**config.mk**
```make
export PLATFORM = sky130hd
export DESIGN_NAME = wake_detect
export DESIGN_NICKNAME = d
export VERILOG_FILES = /design/src/wake_pkg.sv /design/src/filter_cfg_if.sv /design/src/filter_table.sv /design/src/wake_detect.sv
export VERILOG_INCLUDE_DIRS = /design/src
export SDC_FILE = /design/constraint.sdc
export NUM_CORES = 1
export LEC_CHECK = 0
export ABC_AREA = 1
export BUFFER_PORTS_ARGS = -buffer_cell sky130_fd_sc_hd__clkbuf_2
export CORE_AREA = 2 2 224 226
export CTS_CLUSTER_SIZE = 24
export DETAILED_ROUTE_END_ITERATION = 6
export DIE_AREA = 0 0 226 228
export MAX_ROUTING_LAYER = met4
export PLACE_DENSITY_LB_ADDON = 0.2
export SETUP_SLACK_MARGIN = 0.3
export SLEW_MARGIN = 10
export SYNTH_ARGS = -nofsm -noshare
export SYNTH_HDL_FRONTEND = slang
export SYNTH_SLANG_ARGS = --single-unit
```
**constraint.sdc**
```tcl
create_clock -name i_clk -period 4.7 [get_ports i_clk]
set_clock_uncertainty 0.15 [all_clocks]
set_input_delay 0 -clock i_clk [delete_from_list [all_inputs] [get_ports i_clk]]
set_output_delay 0 -clock i_clk [all_outputs]
set_load 0.02 [all_outputs]
```
**src/wake_regs.svh**
```systemverilog
`ifndef WAKE_REGS_SVH
`define WAKE_REGS_SVH

`define CSR_MAGIC_EN 1
`define CSR_FRAME_EN 2
`define CSR_MAGIC_RX 4
`define CSR_FRAME_RX 5
`define CSR_IRQ_EN 8
`define CSR_PME_EN 9

`define FILT_WORDS 8
`define FILT_CMD_WORD 4
`define FILT_OFF_WORD 5
`define FILT_CRC_WORD 6
`define FILT_CMD_EN 0
`define FILT_CMD_MCAST 3
`define MASK_SPAN 9'h01f

`define CRC_POLY 16'h8005
`define CRC_INIT 16'hffff

`define ADDR_BYTES 9'h006
`define HDR_BYTES 9'h00c
`define SYNC_BYTES 3'h6
`define ADDR_LAST 3'h5
`define REP_LAST 4'hf
`define IDX_MAX 9'h1ff

`endif

```
**src/wake_pkg.sv**
```systemverilog
package wake_pkg;
    typedef logic [7:0] byte_t;
    typedef logic [15:0] crc_t;
    typedef enum logic [2:0]
    {
        HUNT = 3'b001,
        ADDR = 3'b010,
        DONE = 3'b100
    } magic_state_e;
endpackage : wake_pkg

```
**src/filter_cfg_if.sv**
```systemverilog
interface filter_cfg_if;
    logic wr;
    logic [31:0] wdata;
    logic [7:0][31:0] words;
    modport store (input wr, input wdata, output words);
    modport user (output wr, output wdata, input words);
endinterface : filter_cfg_if

```
**src/filter_table.sv**
```systemverilog
`include "wake_regs.svh"
module filter_table (
    input wire logic i_clk,
    input wire logic i_rst_n,
    filter_cfg_if.store cfg
);
    import wake_pkg::*;

    logic [2:0] ptr_reg;
    logic [7:0][31:0] words_reg;

    assign cfg.words = words_reg;

    // each write lands in the next word; any reset rewinds to filter 0 mask
    always_ff @(posedge i_clk)
    begin
        if (!i_rst_n)
        begin
            ptr_reg <= 3'h0;
        end
        else if (cfg.wr)
        begin
            ptr_reg <= ptr_reg + 3'h1;
        end
    end

    always_ff @(posedge i_clk)
    begin
        if (!i_rst_n)
        begin
            words_reg <= '0;
        end
        else if (cfg.wr)
        begin
            words_reg[ptr_reg] <= cfg.wdata;
        end
    end
endmodule : filter_table

```
**src/wake_detect.sv**
```systemverilog
`include "wake_regs.svh"
module wake_detect (
    input wire logic i_clk,
    input wire logic i_rst_n,
    input wire logic i_filt_wr,
    input wire logic [31:0] i_filt_wdata,
    input wire logic i_csr_wr,
    input wire logic [31:0] i_csr_wdata,
    output logic [31:0] o_csr_rdata,
    input wire logic [47:0] i_station_addr,
    input wire logic i_rx_valid,
    input wire logic i_rx_sof,
    input wire logic i_rx_eof,
    input wire wake_pkg::byte_t i_rx_data,
    output logic o_rx_normal_en,
    output logic o_host_irq,
    output logic o_power_event
);
    import wake_pkg::*;

    function automatic crc_t crc16_byte(input crc_t c, input byte_t d);
        crc_t r;
        r = c;
        for (int b = 7; b >= 0; b--)
        begin
            if (r[15] ^ d[b])
            begin
                r = {r[14:0], 1'b0} ^ `CRC_POLY;
            end
            else
            begin
                r = {r[14:0], 1'b0};
            end
        end
        return r;
    endfunction : crc16_byte

    // byte k of the station address in wire order, first byte in bits 7:0
    function automatic byte_t addr_byte(input logic [47:0] a,
                                        input logic [2:0] k);
        return a[{k, 3'b000} +: 8];
    endfunction : addr_byte

    filter_cfg_if cfg ();

    assign cfg.wr = i_filt_wr;
    assign cfg.wdata = i_filt_wdata;

    filter_table u_table (
        .i_clk(i_clk),
        .i_rst_n(i_rst_n),
        .cfg(cfg)
    );

    logic magic_en_reg;
    logic frame_en_reg;
    logic irq_en_reg;
    logic pme_en_reg;
    logic magic_flag_reg;
    logic frame_flag_reg;
    logic irq_reg;
    logic pme_reg;

    logic [3:0][30:0] mask;
    logic [3:0][3:0] cmd;
    logic [3:0][7:0] offs;
    logic [3:0][15:0] exp_crc;
    logic [3:0] take;
    logic [3:0] hit;
    crc_t [3:0] crc_reg;
    crc_t [3:0] crc_next;

    logic [8:0] idx_reg;
    logic [8:0] cur_idx;
    logic mcast_reg;
    logic da_ok_reg;
    logic eval_reg;
    logic frame_hit;
    logic magic_ok;

    magic_state_e state_reg;
    logic [2:0] ff_cnt_reg;
    logic [2:0] pos_reg;
    logic [3:0] rep_reg;
    logic magic_hit_reg;
    logic in_body;
    logic addr_match;
    logic is_ff;
    logic last_rep;

    // filter field decode from the eight loaded words
    always_comb
    begin
        for (int f = 0; f < 4; f++)
        begin
            mask[f] = cfg.words[f][30:0];
            cmd[f] = cfg.words[`FILT_CMD_WORD][8*f +: 4];
            offs[f] = cfg.words[`FILT_OFF_WORD][8*f +: 8];
            exp_crc[f] = cfg.words[`FILT_CRC_WORD + f/2][16*(f%2) +: 16];
        end
    end

    // byte index within the frame; the start byte is index 0
    assign cur_idx = i_rx_sof ? 9'h000 : idx_reg;

    always_ff @(posedge i_clk)
    begin
        if (!i_rst_n)
        begin
            idx_reg <= 9'h000;
        end
        else if (i_rx_valid)
        begin
            idx_reg <= (cur_idx == `IDX_MAX) ? cur_idx : cur_idx + 9'h001;
        end
    end

    // per filter: is this byte inside the masked window
    always_comb
    begin
        logic [8:0] rel;
        crc_t base;
        rel = 9'h000;
        base = `CRC_INIT;
        for (int f = 0; f < 4; f++)
        begin
            rel = cur_idx - {1'b0, offs[f]};
            take[f] = (cur_idx >= {1'b0, offs[f]}) && (rel < `MASK_SPAN)
                && mask[f][rel[4:0]];
            base = i_rx_sof ? `CRC_INIT : crc_reg[f];
            crc_next[f] = take[f] ? crc16_byte(base, i_rx_data) : base;
        end
    end

    always_ff @(posedge i_clk)
    begin
        if (!i_rst_n)
        begin
            crc_reg <= {4{`CRC_INIT}};
        end
        else if (i_rx_valid)
        begin
            crc_reg <= crc_next;
        end
    end

    // destination checks: group bit and station address match
    always_ff @(posedge i_clk)
    begin
        if (!i_rst_n)
        begin
            mcast_reg <= 1'b0;
            da_ok_reg <= 1'b0;
        end
        else if (i_rx_valid)
        begin
            if (cur_idx == 9'h000)
            begin
                mcast_reg <= i_rx_data[0];
                da_ok_reg <= i_rx_data == addr_byte(i_station_addr, 3'h0);
            end
            else if (cur_idx < `ADDR_BYTES)
            begin
                da_ok_reg <= da_ok_reg
                    && i_rx_data == addr_byte(i_station_addr, cur_idx[2:0]);
            end
        end
    end

    always_ff @(posedge i_clk)
    begin
        if (!i_rst_n)
        begin
            eval_reg <= 1'b0;
        end
        else
        begin
            eval_reg <= i_rx_valid && i_rx_eof;
        end
    end

    // filter verdict, one cycle after the last byte
    always_comb
    begin
        for (int f = 0; f < 4; f++)
        begin
            hit[f] = eval_reg && cmd[f][`FILT_CMD_EN]
                && (cmd[f][`FILT_CMD_MCAST] ? mcast_reg
                    : (!mcast_reg && da_ok_reg))
                && crc_reg[f] == exp_crc[f];
        end
    end

    assign frame_hit = |hit && frame_en_reg;

    // broadcast carries the group bit, so it is covered by mcast_reg
    assign magic_ok = da_ok_reg || mcast_reg;

    // magic packet scanner, only past both address fields
    assign in_body = !i_rx_sof && cur_idx >= `HDR_BYTES;
    assign is_ff = i_rx_data == 8'hff;
    assign addr_match = i_rx_data == addr_byte(i_station_addr, pos_reg);
    assign last_rep = in_body && state_reg == ADDR && addr_match
        && pos_reg == `ADDR_LAST && rep_reg == `REP_LAST;

    always_ff @(posedge i_clk)
    begin
        if (!i_rst_n)
        begin
            state_reg <= HUNT;
            ff_cnt_reg <= 3'h0;
            pos_reg <= 3'h0;
            rep_reg <= 4'h0;
        end
        else if (i_rx_valid && i_rx_sof)
        begin
            state_reg <= HUNT;
            ff_cnt_reg <= 3'h0;
            pos_reg <= 3'h0;
            rep_reg <= 4'h0;
        end
        else if (i_rx_valid && in_body)
        begin
            case (state_reg)
                HUNT:
                begin
                    if (is_ff)
                    begin
                        if (ff_cnt_reg != `SYNC_BYTES)
                        begin
                            ff_cnt_reg <= ff_cnt_reg + 3'h1;
                        end
                    end
                    else if (ff_cnt_reg == `SYNC_BYTES && addr_match)
                    begin
                        state_reg <= ADDR;
                        pos_reg <= 3'h1;
                        rep_reg <= 4'h0;
                        ff_cnt_reg <= 3'h0;
                    end
                    else
                    begin
                        ff_cnt_reg <= 3'h0;
                    end
                end
                ADDR:
                begin
                    if (!addr_match)
                    begin
                        state_reg <= HUNT;
                        ff_cnt_reg <= is_ff ? 3'h1 : 3'h0;
                        pos_reg <= 3'h0;
                    end
                    else if (pos_reg == `ADDR_LAST)
                    begin
                        pos_reg <= 3'h0;
                        if (rep_reg == `REP_LAST)
                        begin
                            state_reg <= DONE;
                        end
                        else
                        begin
                            rep_reg <= rep_reg + 4'h1;
                        end
                    end
                    else
                    begin
                        pos_reg <= pos_reg + 3'h1;
                    end
                end
                DONE:
                begin
                    state_reg <= DONE;
                end
                default:
                begin
                    state_reg <= HUNT;
                end
            endcase
        end
    end

    always_ff @(posedge i_clk)
    begin
        if (!i_rst_n)
        begin
            magic_hit_reg <= 1'b0;
        end
        else
        begin
            magic_hit_reg <= i_rx_valid && last_rep;
        end
    end

    // control bits written by software
    always_ff @(posedge i_clk)
    begin
        if (!i_rst_n)
        begin
            magic_en_reg <= 1'b0;
            frame_en_reg <= 1'b0;
            irq_en_reg <= 1'b0;
            pme_en_reg <= 1'b0;
        end
        else if (i_csr_wr)
        begin
            magic_en_reg <= i_csr_wdata[`CSR_MAGIC_EN];
            frame_en_reg <= i_csr_wdata[`CSR_FRAME_EN];
            irq_en_reg <= i_csr_wdata[`CSR_IRQ_EN];
            pme_en_reg <= i_csr_wdata[`CSR_PME_EN];
        end
    end

    // sticky flags, write one to clear; a new event wins over the clear
    always_ff @(posedge i_clk)
    begin
        if (!i_rst_n)
        begin
            magic_flag_reg <= 1'b0;
            frame_flag_reg <= 1'b0;
        end
        else
        begin
            magic_flag_reg <= (magic_hit_reg && magic_en_reg && magic_ok)
                || (magic_flag_reg
                    && !(i_csr_wr && i_csr_wdata[`CSR_MAGIC_RX]));
            frame_flag_reg <= frame_hit
                || (frame_flag_reg
                    && !(i_csr_wr && i_csr_wdata[`CSR_FRAME_RX]));
        end
    end

    always_ff @(posedge i_clk)
    begin
        if (!i_rst_n)
        begin
            irq_reg <= 1'b0;
            pme_reg <= 1'b0;
        end
        else
        begin
            irq_reg <= irq_en_reg
                && (magic_flag_reg || frame_flag_reg);
            pme_reg <= pme_en_reg
                && (magic_flag_reg || frame_flag_reg);
        end
    end

    assign o_host_irq = irq_reg;
    assign o_power_event = pme_reg;

    // normal reception follows the enables with no delay
    assign o_rx_normal_en = !(magic_en_reg || frame_en_reg);

    always_comb
    begin
        o_csr_rdata = 32'h0000_0000;
        o_csr_rdata[`CSR_MAGIC_EN] = magic_en_reg;
        o_csr_rdata[`CSR_FRAME_EN] = frame_en_reg;
        o_csr_rdata[`CSR_MAGIC_RX] = magic_flag_reg;
        o_csr_rdata[`CSR_FRAME_RX] = frame_flag_reg;
        o_csr_rdata[`CSR_IRQ_EN] = irq_en_reg;
        o_csr_rdata[`CSR_PME_EN] = pme_en_reg;
    end
endmodule : wake_detect

```
==> qor.json <==
{
  "yosys.area_share.xor_xnor_pct": 6.24,
  "total_switching_power_mw": 2.12,
  "timing.critical_path.from_type": "flop",
  "grt_max_degree": 120,
  "main_combinational_cell_family_by_area_after_synthesis": "simple AND/OR/NAND/NOR gates",
  "clock_tree.htree_level_count": 2,
  "cp_data_required_time_ns": 4.98,
  "clock_tree_from_tritoncts": "built",
  "cts_post_setup_buffers_inserted": 0,
  "reg2reg_setup_slack_ns": 1.14,
  "antenna_violations_before_repair": 3,
  "timing.critical_path.slowest_cell_delay_ns": 0.62,
  "worstHoldPathType": "in -> reg",
  "synthTopCellsByArea": "dfxtp_1 (34%), nand2_1 (11%), nor2_1 (8.6%)",
  "core_region_area_um2": 49300,
  "synth-edff-count": 0,
  "fin_util_pct": 44.9,
  "p_sw_share_pct": 29.3,
  "max_cap_check_violation_count": 0,
  "setup_violations": 0,
  "ys_seq_area_share_pct": 33.8,
  "ys_async_sr_fraction_pct": 0,
  "synth_area_um2": 19500,
  "area_growth_syn_to_layout_pct": 13.6,
  "clk_path_buf_depth": 3,
  "dpl_cell_area_um2": 20200,
  "worst_setup_path_end_kind": "flop",
  "synth-adder-area-share_pct": 2.85,
  "dp_hpwl_um": 42800,
  "clk_transition_reported_paths_ns": 0.06,
  "outcome": "finished clean",
  "buffer_ports.inserted": 109,
  "final_max_slew_viol_count": 0,
  "synth_top_cells_by_count": "nand2_1 (591), nor2_1 (447), dfxtp_1 (329)",
  "p_per_area_nw_per_um2": 326,
  "seqPwrFrac_pct": 41.3,
  "largest_reg_flops": 228,
  "p_comb_share_pct": 16.2,
  "timing.critical_path.buf_inv": 4,
  "final.period_utilization_pct": 75.8,
  "dr_total_vias": 19400,
  "cts_num_sinks": 329,
  "timing.final.hold_violations": 0,
  "yosys.area_share.simple_pct": 29.5,
  "grt_overflow": 0,
  "irDropWorstVdd_v": 0.000187,
  "min_delay_path_depth": 4,
  "post_synth.cell_area_avg_um2": 6.69,
  "worst-path-max-fanout": 18,
  "synth.yosys.warnings": 0,
  "cp_slowest_cell": "fa_1",
  "syn-instance-count": 2916,
  "dr.first_iter.drc_count": 1618,
  "gp_congestion": 0.919,
  "place_worst_setup_slack_ns": 1.17,
  "max_slew.worst_pin.slew_ns": 1.13,
  "synthMostInstantiatedCell": "nand2_1",
  "holdCritStartpoint": "i_rx_eof",
  "clock_latency_ns": 0.56,
  "die_h_um": 228,
  "worst_path_most_repeated_cell": "nand2_1",
  "ant_nets": 0,
  "timing.reg2reg.worst_path_depth": 16,
  "critical_path.reg2reg.endpoint": "crc_reg[61]",
  "yosys-mux-area-fraction_pct": 0,
  "synth-seq-cells": 329,
  "grt_util_all_layers_pct": 25.3,
  "worstPathCellList": "inv_1, nor2_2, inv_2, fa_1, inv_1, a21oi_1, a22oi_1, nand2_1, nand3_1, nand2_1, o21ai_2, nand4_4, inv_4, nand2_1, nand3_1, nand2_1",
  "final_cell_area_um2": 22100,
  "wl_per_cell_um": 17.5,
  "final_layout_size_suffix_gt1_share_pct": 10.4,
  "grt_pass1_wl_um": 99500,
  "critical-path-top-delay-family": "buffers and inverters",
  "max-slew-margin-rel_pct": 24.5,
  "internal-power_mw": 5.11,
  "post_synth_num_cell_types": 57,
  "synth-compound-area-share_pct": 17.5,
  "dieWidth_um": 226,
  "cp_class": "reg -> reg",
  "start_util_pct": 39.5,
  "synth_largest_type_area_fraction_pct": 33.8,
  "nNetsFinal": 3176,
  "setup_repair_after_global_routing_missed_its_margin": "no",
  "post-synth-top-area-cell": "dfxtp_1",
  "final_critical_path_setup_slack_ns": 1.14,
  "numCtsBuffers": 39,
  "clock_network_fraction_of_total_power_pct": 42.5,
  "timing.rr.start": "idx_reg[1]",
  "post_drt_via_cell_ratio": 5.23,
  "max_freq_ghz": 0.281,
  "dieArea_um2": 51500,
  "row_count": 82,
  "whs_endpoint": "eval_reg",
  "cp.arrival_ns": 3.84,
  "power_leakage_nw": 9.94,
  "cts_root_buffer": "clkbuf_16",
  "first_pass_iters": 5,
  "ys.flop_type": "dfxtp_1",
  "finalCriticalPeriod_ns": 3.56,
  "ios": 162,
  "drcViolationCount": 0,
  "postRouteWirelength_um": 64700,
  "setup_total_negative_slack_ns": 0,
  "fin_hold_ws_ns": 0.0776,
  "via_count_of_the_first_global_routing_pass": 18000
}
-- power by group through the flow --
stage / Clock (mW) / Sequential (mW) / Combinational [mW]
finish: 3.07 / 2.98 / 1.17
global route: 3.23 / 2.99 / 1.30
CTS: 3.13 / 2.98 / 1.16
detailed placement: 0 / 3.04 / 1.11
global placement: 0 / 3.04 / 1.10
floorplan: 0 / 3.02 / 0.817
-- worst register-to-register path, cell delays in order, from the launching register on --
cell	delay (ns)
dfxtp_1	0.31
inv_1	0.08
nor2_2	0.05
inv_2	0.42
fa_1	0.63
inv_1	0.29
a21oi_1	0.07
a22oi_1	0.22
nand2_1	0.07
nand3_1	0.10
nand2_1	0.08
o21ai_2	0.25
nand4_4	0.27
inv_4	0.24
nand2_1	0.09
nand3_1	0.07
nand2_1	0.06
-- routing by layer --
metal  GRT usage, %  wire (um)  vias to the layer above
met5              -          0                        -
met4           10.7       2570                        0
met3           4.06       4530                      139
met2           39.6      29500                      655
met1           32.2      28100                     9005
li1               -          -                     9610
-- worst max-delay path by stage --
stage / start / end / slack [ns] / cells past startpoint
2_1_floorplan: idx_reg[0] / crc_reg[18] / 1.73 / 16
3_3_place_gp: idx_reg[1] / crc_reg[33] / 1.21 / 15
3_5_place_dp: idx_reg[1] / crc_reg[33] / 1.17 / 15
4_1_cts: idx_reg[1] / crc_reg[33] / 1.15 / 15
5_1_grt: idx_reg[1] / crc_reg[47] / 0.83 / 16
6_report: idx_reg[1] / crc_reg[61] / 1.14 / 16
-- placed cells by master (no fill, tap or decap), types with 14 or more instances in the layout --
cell type	count
a21oi_1	229
buf_4	34
clkbuf_16	39
clkbuf_2	107
conb_1	26
dfxtp_1	329
dlygate4sd3_1	65
ha_1	38
inv_1	233
inv_2	17
nand2_1	591
nand2_2	15
nand3_1	170
nand4_1	31
nor2_1	447
nor2_2	22
nor2_4	16
nor3_1	19
o211ai_1	29
o21ai_0	299
o21ai_1	18
o22ai_1	14
xnor2_1	32
xor2_1	79
xor2_2	14
-- cell families after synthesis --
logic type	after synthesis
other cells	1
flops	329
simple gates	1344
buf+inv	440
compound gates	634
xor+xnor	126
fa+ha+maj	42
-- repair_timing --
| item | CTS | global route |
|---|---|---|
| resized for setup | 0 | 0 |
| endpoints found under the setup margin | 0 | 0 |
| hold buffers | 65 | 0 |
| endpoints found under the hold margin | 264 | 0 |
-- layout make-up --
type | instances | area (um^2)
Antenna cell | 2 | 5.00
Clock buffer | 55 | 1120
Clock inverter | 14 | 155
Fill cell | 5103 | 27200
Inverter | 259 | 982
Multi-Input combinational cell | 2172 | 11000
Sequential cell | 329 | 6590
Tap cell | 672 | 841
Timing Repair Buffer | 206 | 1440
-- through the flow --
stage	total power, mW	std cells
5_1_grt	7.52	3709
4_1_cts	7.27	3707
3_3_place_gp	4.14	3573
3_5_place_dp	4.16	3573
6_report	7.22	3709
2_1_floorplan	3.83	2941
Power figures use the tool's default switching activity.
